[src/catb_map.svh]
// Purpose: Register indices, field positions and counts of the time base
// Assumes: Byte address of a register is four times its index
// Notes: Definitions only
`ifndef CATB_MAP_SVH
`define CATB_MAP_SVH
`define CATB_ADDR_W 12
`define CATB_IDX_CTRL_FLAGS 8'hd8
`define CATB_IDX_MODE_CFG 8'hd9
`define CATB_IDX_COUNT_LO 8'he9
`define CATB_IDX_COUNT_HI 8'hf9
`define CATB_IDX_IRQ_STATUS 8'hf0
`define CATB_IDX_IRQ_CLEAR 8'hf1
`define CATB_IDX_IRQ_ENABLE 8'hf2
`define CATB_BIT_OVF_FLAG 7
`define CATB_BIT_RUN 6
`define CATB_BIT_IDLE_STOP 7
`define CATB_BIT_WDT_EN 6
`define CATB_BIT_SRC_HI 2
`define CATB_BIT_SRC_LO 1
`define CATB_BIT_OVF_IEN 0
`define CATB_BIT_STAT_OVF 5
`define CATB_MODULES 5
`define CATB_PIN_EXT_COUNT 2
`define CATB_PIN_MODULE0 3
`define CATB_DIV_SLOW 4'hc
`define CATB_DIV_SLOW_DS 4'h6
`define CATB_DIV_FAST 4'h4
`define CATB_DIV_FAST_DS 4'h2
`define CATB_COUNT_MAX 16'hffff
`endif

[src/catb_pkg.sv]
// Purpose: Types shared by the time base and its bench
// Assumes: Constants come from the map header
// Notes: Reset image of the whole state lives here
package catb_pkg;
  `include "catb_map.svh"

  typedef enum logic [1:0] {
    CATB_SRC_DIV_SLOW = 2'h0,
    CATB_SRC_DIV_FAST = 2'h1,
    CATB_SRC_TIMER0 = 2'h2,
    CATB_SRC_EXT_PIN = 2'h3
  } catb_src_e;

  typedef enum logic [1:0] {
    CATB_BUS_IDLE = 2'b01,
    CATB_BUS_DONE = 2'b10
  } catb_bus_e;

  typedef struct packed {
    logic psel;
    logic penable;
    logic pwrite;
    logic [`CATB_ADDR_W-1:0] paddr;
    logic [31:0] pwdata;
  } catb_apb_req_s;

  typedef struct packed {
    logic [31:0] prdata;
    logic pready;
    logic pslverr;
  } catb_apb_rsp_s;

  typedef struct packed {
    catb_bus_e bus;
    logic err;
    logic [7:0] rdata;
    logic overflow_flag;
    logic run_control;
    logic [`CATB_MODULES-1:0] module_event_flag;
    logic idle_stop_select;
    logic module4_watchdog_enable;
    catb_src_e count_source;
    logic overflow_irq_enable;
    logic [`CATB_MODULES-1:0] module_irq_enable;
    logic [15:0] count;
    logic [3:0] presc;
    logic tick;
    logic ext_s1;
    logic ext_s2;
    logic ext_s3;
    logic t0_d;
    logic [7:0] p1_out;
    logic [7:0] p1_oe;
    logic [`CATB_MODULES-1:0] module_pin_in;
    logic irq;
  } catb_state_s;

  localparam catb_state_s CATB_STATE_RST = '{
    bus: CATB_BUS_IDLE,
    count_source: CATB_SRC_DIV_SLOW,
    default: '0
  };
endpackage

[src/catb_time_base.sv]
// Purpose: Shared 16-bit time base of the counter array, APB registers
// Assumes: clk is the oscillator; pins are synchronous to clk
// Notes: Capture/compare modules sit outside and strobe their flags in
//
// Overview of operation
// - Two-bit source selects divider, timer0, pin
// - One 16-bit counter shared by five modules
// - Module and overflow requests share one interrupt
// - Modules may request interrupt on each event
// - Port 1 bit 2 counts, bits 3-7 modules
// - Idle-stop bit halts counting during CPU idle
// - Watchdog enable bit drives module 4 watchdog
// - Overflow interrupt enable gates the overflow request
// - Counter advances only while run bit set
// - Rollover sets overflow flag; software-only clear
// - Module flags set by hardware, software clears
// - Count readable as high and low bytes
// - Module flag interrupts only when enabled
//
// Design decision made here: the APB register port.
`timescale 1ns/10ps
`include "catb_map.svh"
module catb_time_base (
  // Clock and reset
  input wire logic clk,
  input wire logic rst,
  // Register bus
  input catb_pkg::catb_apb_req_s apb_req,
  output catb_pkg::catb_apb_rsp_s apb_rsp,
  // Count sources and CPU state
  input wire logic timer0_overflow,
  input wire logic double_speed_mode,
  input wire logic cpu_idle,
  // Capture/compare modules
  input wire logic [4:0] module_event_set,
  input wire logic [4:0] module_pin_out,
  input wire logic [4:0] module_pin_oe,
  output logic [4:0] module_pin_in,
  output logic [15:0] count_value,
  output logic count_tick,
  output logic module4_watchdog_enable,
  // Port 1
  input wire logic [7:0] p1_in,
  input wire logic [7:0] gpio_out,
  input wire logic [7:0] gpio_oe,
  output logic [7:0] p1_out,
  output logic [7:0] p1_oe,
  // Interrupt
  output logic irq
);
  import catb_pkg::*;

  catb_state_s st_reg;
  catb_state_s st_next;
  logic [3:0] div;
  logic src_pulse;
  logic tick;
  logic ovf_evt;
  logic mapped;
  logic [7:0] rd_byte;
  logic [7:0] wbyte;
  logic wr_en;
  logic [7:0] p1_out_mux;
  logic [7:0] p1_oe_mux;

  function automatic logic hit(input logic [`CATB_ADDR_W-1:0] addr,
                               input logic [7:0] idx);
    return addr == {2'h0, idx, 2'h0};
  endfunction

  function automatic logic [3:0] divider(input catb_src_e src,
                                         input logic ds);
    if (src == CATB_SRC_DIV_FAST) begin
      return ds ? `CATB_DIV_FAST_DS : `CATB_DIV_FAST;
    end
    return ds ? `CATB_DIV_SLOW_DS : `CATB_DIV_SLOW;
  endfunction

  // Ordinary I/O keeps the pin unless the module drives it
  assign p1_out_mux[`CATB_PIN_MODULE0-1:0] =
    gpio_out[`CATB_PIN_MODULE0-1:0];
  assign p1_oe_mux[`CATB_PIN_MODULE0-1:0] =
    gpio_oe[`CATB_PIN_MODULE0-1:0];
  genvar g;
  generate
    for (g = 0; g < `CATB_MODULES; g++) begin : g_pin
      assign p1_out_mux[`CATB_PIN_MODULE0+g] = module_pin_oe[g] ?
        module_pin_out[g] : gpio_out[`CATB_PIN_MODULE0+g];
      assign p1_oe_mux[`CATB_PIN_MODULE0+g] =
        module_pin_oe[g] | gpio_oe[`CATB_PIN_MODULE0+g];
    end
  endgenerate

  always_comb begin
    st_next = st_reg;
    // Two-stage synchroniser, edge taken from later stages
    st_next.ext_s1 = p1_in[`CATB_PIN_EXT_COUNT];
    st_next.ext_s2 = st_reg.ext_s1;
    st_next.ext_s3 = st_reg.ext_s2;
    st_next.t0_d = timer0_overflow;
    st_next.module_pin_in = p1_in[`CATB_PIN_MODULE0+:`CATB_MODULES];
    st_next.p1_out = p1_out_mux;
    st_next.p1_oe = p1_oe_mux;

    // Prescaler free-runs; wrap on >= so a divider change never hangs
    div = divider(st_reg.count_source, double_speed_mode);
    if (st_reg.presc >= div - 4'h1) begin
      st_next.presc = 4'h0;
    end else begin
      st_next.presc = st_reg.presc + 4'h1;
    end
    unique case (st_reg.count_source)
      CATB_SRC_DIV_SLOW, CATB_SRC_DIV_FAST: begin
        src_pulse = st_reg.presc >= div - 4'h1;
      end
      CATB_SRC_TIMER0: begin
        src_pulse = timer0_overflow & ~st_reg.t0_d;
      end
      CATB_SRC_EXT_PIN: begin
        // Falling edge; rate limit kept by the source
        src_pulse = st_reg.ext_s3 & ~st_reg.ext_s2;
      end
    endcase
    tick = st_reg.run_control & src_pulse &
      ~(st_reg.idle_stop_select & cpu_idle);
    ovf_evt = tick & (st_reg.count == `CATB_COUNT_MAX);
    if (tick) begin
      st_next.count = st_reg.count + 16'h1;
    end
    st_next.tick = tick;

    // Register file
    wbyte = apb_req.pwdata[7:0];
    mapped = hit(apb_req.paddr, `CATB_IDX_CTRL_FLAGS) |
      hit(apb_req.paddr, `CATB_IDX_MODE_CFG) |
      hit(apb_req.paddr, `CATB_IDX_COUNT_LO) |
      hit(apb_req.paddr, `CATB_IDX_COUNT_HI) |
      hit(apb_req.paddr, `CATB_IDX_IRQ_STATUS) |
      hit(apb_req.paddr, `CATB_IDX_IRQ_CLEAR) |
      hit(apb_req.paddr, `CATB_IDX_IRQ_ENABLE);
    rd_byte = 8'h00;
    if (hit(apb_req.paddr, `CATB_IDX_CTRL_FLAGS)) begin
      rd_byte[`CATB_BIT_OVF_FLAG] = st_reg.overflow_flag;
      rd_byte[`CATB_BIT_RUN] = st_reg.run_control;
      rd_byte[`CATB_MODULES-1:0] = st_reg.module_event_flag;
    end
    if (hit(apb_req.paddr, `CATB_IDX_MODE_CFG)) begin
      rd_byte[`CATB_BIT_IDLE_STOP] = st_reg.idle_stop_select;
      rd_byte[`CATB_BIT_WDT_EN] = st_reg.module4_watchdog_enable;
      rd_byte[`CATB_BIT_SRC_HI:`CATB_BIT_SRC_LO] = st_reg.count_source;
      rd_byte[`CATB_BIT_OVF_IEN] = st_reg.overflow_irq_enable;
    end
    if (hit(apb_req.paddr, `CATB_IDX_COUNT_LO)) begin
      rd_byte = st_reg.count[7:0];
    end
    if (hit(apb_req.paddr, `CATB_IDX_COUNT_HI)) begin
      rd_byte = st_reg.count[15:8];
    end
    if (hit(apb_req.paddr, `CATB_IDX_IRQ_STATUS)) begin
      rd_byte[`CATB_BIT_STAT_OVF] = st_reg.overflow_flag;
      rd_byte[`CATB_MODULES-1:0] = st_reg.module_event_flag;
    end
    if (hit(apb_req.paddr, `CATB_IDX_IRQ_ENABLE)) begin
      rd_byte[`CATB_BIT_STAT_OVF] = st_reg.overflow_irq_enable;
      rd_byte[`CATB_MODULES-1:0] = st_reg.module_irq_enable;
    end

    // Answer one cycle after the access phase; data taken from a register
    // so the master sees stable read data at its sampling edge
    wr_en = 1'b0;
    unique case (st_reg.bus)
      CATB_BUS_IDLE: begin
        if (apb_req.psel & apb_req.penable) begin
          st_next.bus = CATB_BUS_DONE;
          st_next.err = ~mapped;
          st_next.rdata = rd_byte;
        end
      end
      CATB_BUS_DONE: begin
        st_next.bus = CATB_BUS_IDLE;
        wr_en = apb_req.pwrite & ~st_reg.err;
      end
    endcase

    // Reserved bits are dropped on write and read as zero
    if (wr_en & hit(apb_req.paddr, `CATB_IDX_CTRL_FLAGS)) begin
      st_next.overflow_flag = wbyte[`CATB_BIT_OVF_FLAG];
      st_next.run_control = wbyte[`CATB_BIT_RUN];
      st_next.module_event_flag = wbyte[`CATB_MODULES-1:0];
    end
    if (wr_en & hit(apb_req.paddr, `CATB_IDX_MODE_CFG)) begin
      st_next.idle_stop_select = wbyte[`CATB_BIT_IDLE_STOP];
      st_next.module4_watchdog_enable = wbyte[`CATB_BIT_WDT_EN];
      st_next.count_source =
        catb_src_e'(wbyte[`CATB_BIT_SRC_HI:`CATB_BIT_SRC_LO]);
      st_next.overflow_irq_enable = wbyte[`CATB_BIT_OVF_IEN];
    end
    if (wr_en & hit(apb_req.paddr, `CATB_IDX_IRQ_CLEAR)) begin
      st_next.overflow_flag = st_next.overflow_flag &
        ~wbyte[`CATB_BIT_STAT_OVF];
      st_next.module_event_flag = st_next.module_event_flag &
        ~wbyte[`CATB_MODULES-1:0];
    end
    if (wr_en & hit(apb_req.paddr, `CATB_IDX_IRQ_ENABLE)) begin
      st_next.overflow_irq_enable = wbyte[`CATB_BIT_STAT_OVF];
      st_next.module_irq_enable = wbyte[`CATB_MODULES-1:0];
    end
    // Hardware set wins over any clear in the same cycle
    st_next.overflow_flag = st_next.overflow_flag | ovf_evt;
    st_next.module_event_flag = st_next.module_event_flag |
      module_event_set;
    st_next.irq =
      (st_next.overflow_flag & st_next.overflow_irq_enable) |
      |(st_next.module_event_flag & st_next.module_irq_enable);
  end

  always_ff @(posedge clk) begin
    if (rst) begin
      st_reg <= CATB_STATE_RST;
    end else begin
      st_reg <= st_next;
    end
  end

  assign apb_rsp.pready = st_reg.bus == CATB_BUS_DONE;
  assign apb_rsp.pslverr = (st_reg.bus == CATB_BUS_DONE) & st_reg.err;
  assign apb_rsp.prdata = {24'h000000, st_reg.rdata};
  assign count_value = st_reg.count;
  assign count_tick = st_reg.tick;
  assign module4_watchdog_enable = st_reg.module4_watchdog_enable;
  assign module_pin_in = st_reg.module_pin_in;
  assign p1_out = st_reg.p1_out;
  assign p1_oe = st_reg.p1_oe;
  assign irq = st_reg.irq;
endmodule

[config.mk]
export PLATFORM = sky130hd
export DESIGN_NAME = catb_time_base
export DESIGN_NICKNAME = d
export VERILOG_FILES = /design/src/catb_pkg.sv /design/src/catb_time_base.sv
export VERILOG_INCLUDE_DIRS = /design/src /design/src/src
export SDC_FILE = /design/constraint.sdc
export NUM_CORES = 1
export LEC_CHECK = 0
export ABC_AREA = 1
export BUFFER_PORTS_ARGS = -buffer_cell sky130_fd_sc_hd__buf_4
export CELL_PAD_IN_SITES_DETAIL_PLACEMENT = 0
export CELL_PAD_IN_SITES_GLOBAL_PLACEMENT = 1
export CORE_MARGIN = 1.5
export CORE_UTILIZATION = 34
export CTS_CLUSTER_DIAMETER = 50
export DETAILED_ROUTE_END_ITERATION = 12
export PLACE_DENSITY = 0.79
export SYNTH_ARGS = -nofsm -noshare
export SYNTH_HDL_FRONTEND = slang
export SYNTH_SLANG_ARGS = --single-unit
[constraint.sdc]
create_clock -name clk -period 2.05 [get_ports clk]
set_input_delay 0.3075 -clock clk [delete_from_list [all_inputs] [get_ports clk]]
set_output_delay 0.3075 -clock clk [all_outputs]
set_load 0.02 [all_outputs]
==> impl_results.md <==
* Status: finished, final reports clean
* Final Hold Viols at 0
* I/O Pins at between 150 and 200
* Worst hold-check path type: in2reg
* N_diodes at 0
* Startpoint types: flop
* Layout cells sized above 1 at between 20% and 30%
* Synth Register Bits at 75
* Multi-input gate area at ~2000 sq um
* Global-route wire length before repair at 17500 um
* Nets at 784
* Pwr Density at 702 nW/um^2
* CTS tree: done
* Antenna Violating Nets Remaining at 0
* Ys async rst share at 0%
* Core ar. at 12200 sq um
* Reg2Reg Setup Slack at 80 ps
* Rows at 40
* Router iterations before antenna repair at 4
* Post-synthesis cell type count at 45
* Initial antenna violation count at 0
* Critical-path maximum fanout at 11
* DR WL/cell at between 10 and 15 um
* CTS Sinks at 75
* Vias in the first global route at 3676
* Endpoint type of the worst setup path: flop
* Clock Skew at 6.86 ps
* Tcrit/Tclk final at 96.0%
* Final setup violating endpoints at 0
* Post-Layout Inst Area at 5360 sq um
* Filler instances at ~1300
* Clock Path Buffers at 2
* Total CTS buffers at 9
* Synth area leader: dfxtp_1
* Die X at 115 um
* Largest net degree at the start of global routing at 28
* Lkg Pwr at ~2.5 nW
* Post-DP HPWL at between 8000 and 9000 um
* Top cells by area, synth: dfxtp_1 35%, buf_4 12%, nand2_1 9.4%
* Fin Hold WS at 157 ps
* Arrival @ worst endpoint at 2220 ps
* Worst-skew pair later-pin latency at about 330 ps
* # H-tree levels at 3
* Max reg flops at 25
* Peak VDD IR at 468 uV
* Synth top area share at around a third
* Final WL at 11000 um
* Primary FF master, synth: dfxtp_1
* Root buffer cell: clkbuf_16
* Port Buffers at 114
* Critical path required time at 2300 ps
* FF/Latch Area at 1500 sq um
* Synth cell count leaders: 107 x nand2_1, 78 x nor2_1, 75 x dfxtp_1
* Cells after Synth at approximately 600
* Gr ovfl total at 0
* Minimum clock period at ~2000 ps
* Die Height at 115 um
* Max-cap viol count at 0
* Die Area at approximately 13000 sq um
* Clock-pin slew on the worst setup and hold paths at approximately 60 ps
* Total global routing track utilization at between 10% and 20%
* Initial core utilization at 35.2%
* DRC viols at 0
* Iteration-0 DRC Markers at 136
* Final slew viol count at 0
* Fmax at 508 MHz
* Post-synthesis sequential area ratio at about a third
* Routed vias/inst at 4.49
* Placed insts at between 800 and 900
* Worst Setup Path Type: reg2reg
* P&R area growth vs syn at 25.1%
* Via Count at just under 4000
* Count leader, synth: nand2_1
* Ys Warns at 0
* Syn Area/Cell at 7.11 sq um
* Cell Area, Synth at ~4300 sq um
* Final cell count without fillers at 861
* Placed Area at approximately 5000 sq um
* EDFF count, synth at 0
* RD Place Congestion at ~0.87
[path summary, 6_finish.rpt]
| check | startpoint | to | depth (start not counted) |
|---|---|---|---|
| hold reg to reg | st_next[24] | st_next[23] | 2 |
| hold / removal | module_pin_oe[1] | p1_out[4] | 2 |
| setup reg to reg | st_reg[53] | count_value[6] | 11 |
| setup / recovery | st_reg[53] | count_value[6] | 11 |
[layer usage]
layer / share of wire (%) / vias to the layer above / wire [um] / GRT usage [%]
li1: - / 1997 / - / -
met2: 50 / 93 / 5530 / 30.4
met3: 4.0 / 13 / 446 / 3.27
met1: 44 / 1761 / 4880 / 20.5
met4: 1.5 / 0 / 170 / 5.10
met5: 0 / - / 0 / 0
[what timing repair did]
| action | in CTS | in global routing |
|---|---|---|
| hold buffers | 0 | 0 |
| setup endpoints to repair | 4 | 18 |
| setup buffers | 1 | 1 |
| gates resized for setup | 1 | 5 |
[where the power goes]
group	switching, mW	internal (mW)	leakage (nW)	total (mW)
clock	0.614	1.20	0.168	1.81
sequential	0.0234	1.51	0.614	1.53
combinational	0.239	0.175	1.73	0.415
[through the flow]
stage / utilization, % / total power [mW] / setup TNS [ps] / setup slack [ps]
after global routing: 44.0 / 3.90 / -0.574 / -0.574
after global placement: 40.9 / 1.97 / -299 / -90.7
after floorplan: - / 1.86 / 0 / 182
after CTS: 43.9 / 3.80 / -44.5 / -34.2
after detailed placement: 40.9 / 1.98 / -1160 / -156
final: 44.0 / 3.76 / 0 / 83.0
[cell usage in the layout, fill, tap and decap left out, types with 2 or more instances in the layout]
cell type and n:
buf_4 133, nand2_1 107, nor2_1 77, dfxtp_1 75, inv_1 70, a21oi_1 37, o21ai_0 27, conb_1 24
nand3_1 19, nand4_1 19, nor3_1 10, inv_2 9, clkbuf_16 9, xor2_1 8, nand2_2 7, o21ai_1 7
nor2_4 5, ha_1 5, nor2_2 4, clkbuf_8 4, nor4_1 3, nor3_2 3, o22ai_1 3, o21bai_1 2
nand2_4 2, a31oi_1 2, nor2_8 2, bufinv_16 2
[worst max-delay path: stages, from the launching register on]
cell,delay [ps]
dfxtp_1,310
inv_1,100
o21bai_1,80
ha_1,290
nand2_1,70
o21ai_2,140
nor2_1,60
nand3b_1,150
buf_4,180
buf_4,170
o21ai_0,150
nor3b_1,190
[final cells by class]
type	instances	share of cell area, %
timing repair buffer	133	18.6
inverter	80	5.63
sequential	75	28.0
tap	168	3.93
clock buffer	13	5.23
clock inverter	3	1.26
multi-input combinational	389	37.3
[logic make-up (layout without fill, tap and decap cells)]
family                   count (synthesis)  count (layout)  synth area share, %
AND/OR/NAND/NOR                        267             267                 30.3
AO/OA/AOI/OAI                           84              84                 10.6
other                                    1              24               0.0876
XOR/XNOR                                 9               9                 1.84
adder cells (fa/ha/maj)                  5               5                 1.46
flip-flops                              75              75                 35.1
buffers and inverters                  161             229                 20.7
No activity file was read; power rests on OpenSTA's default activity.
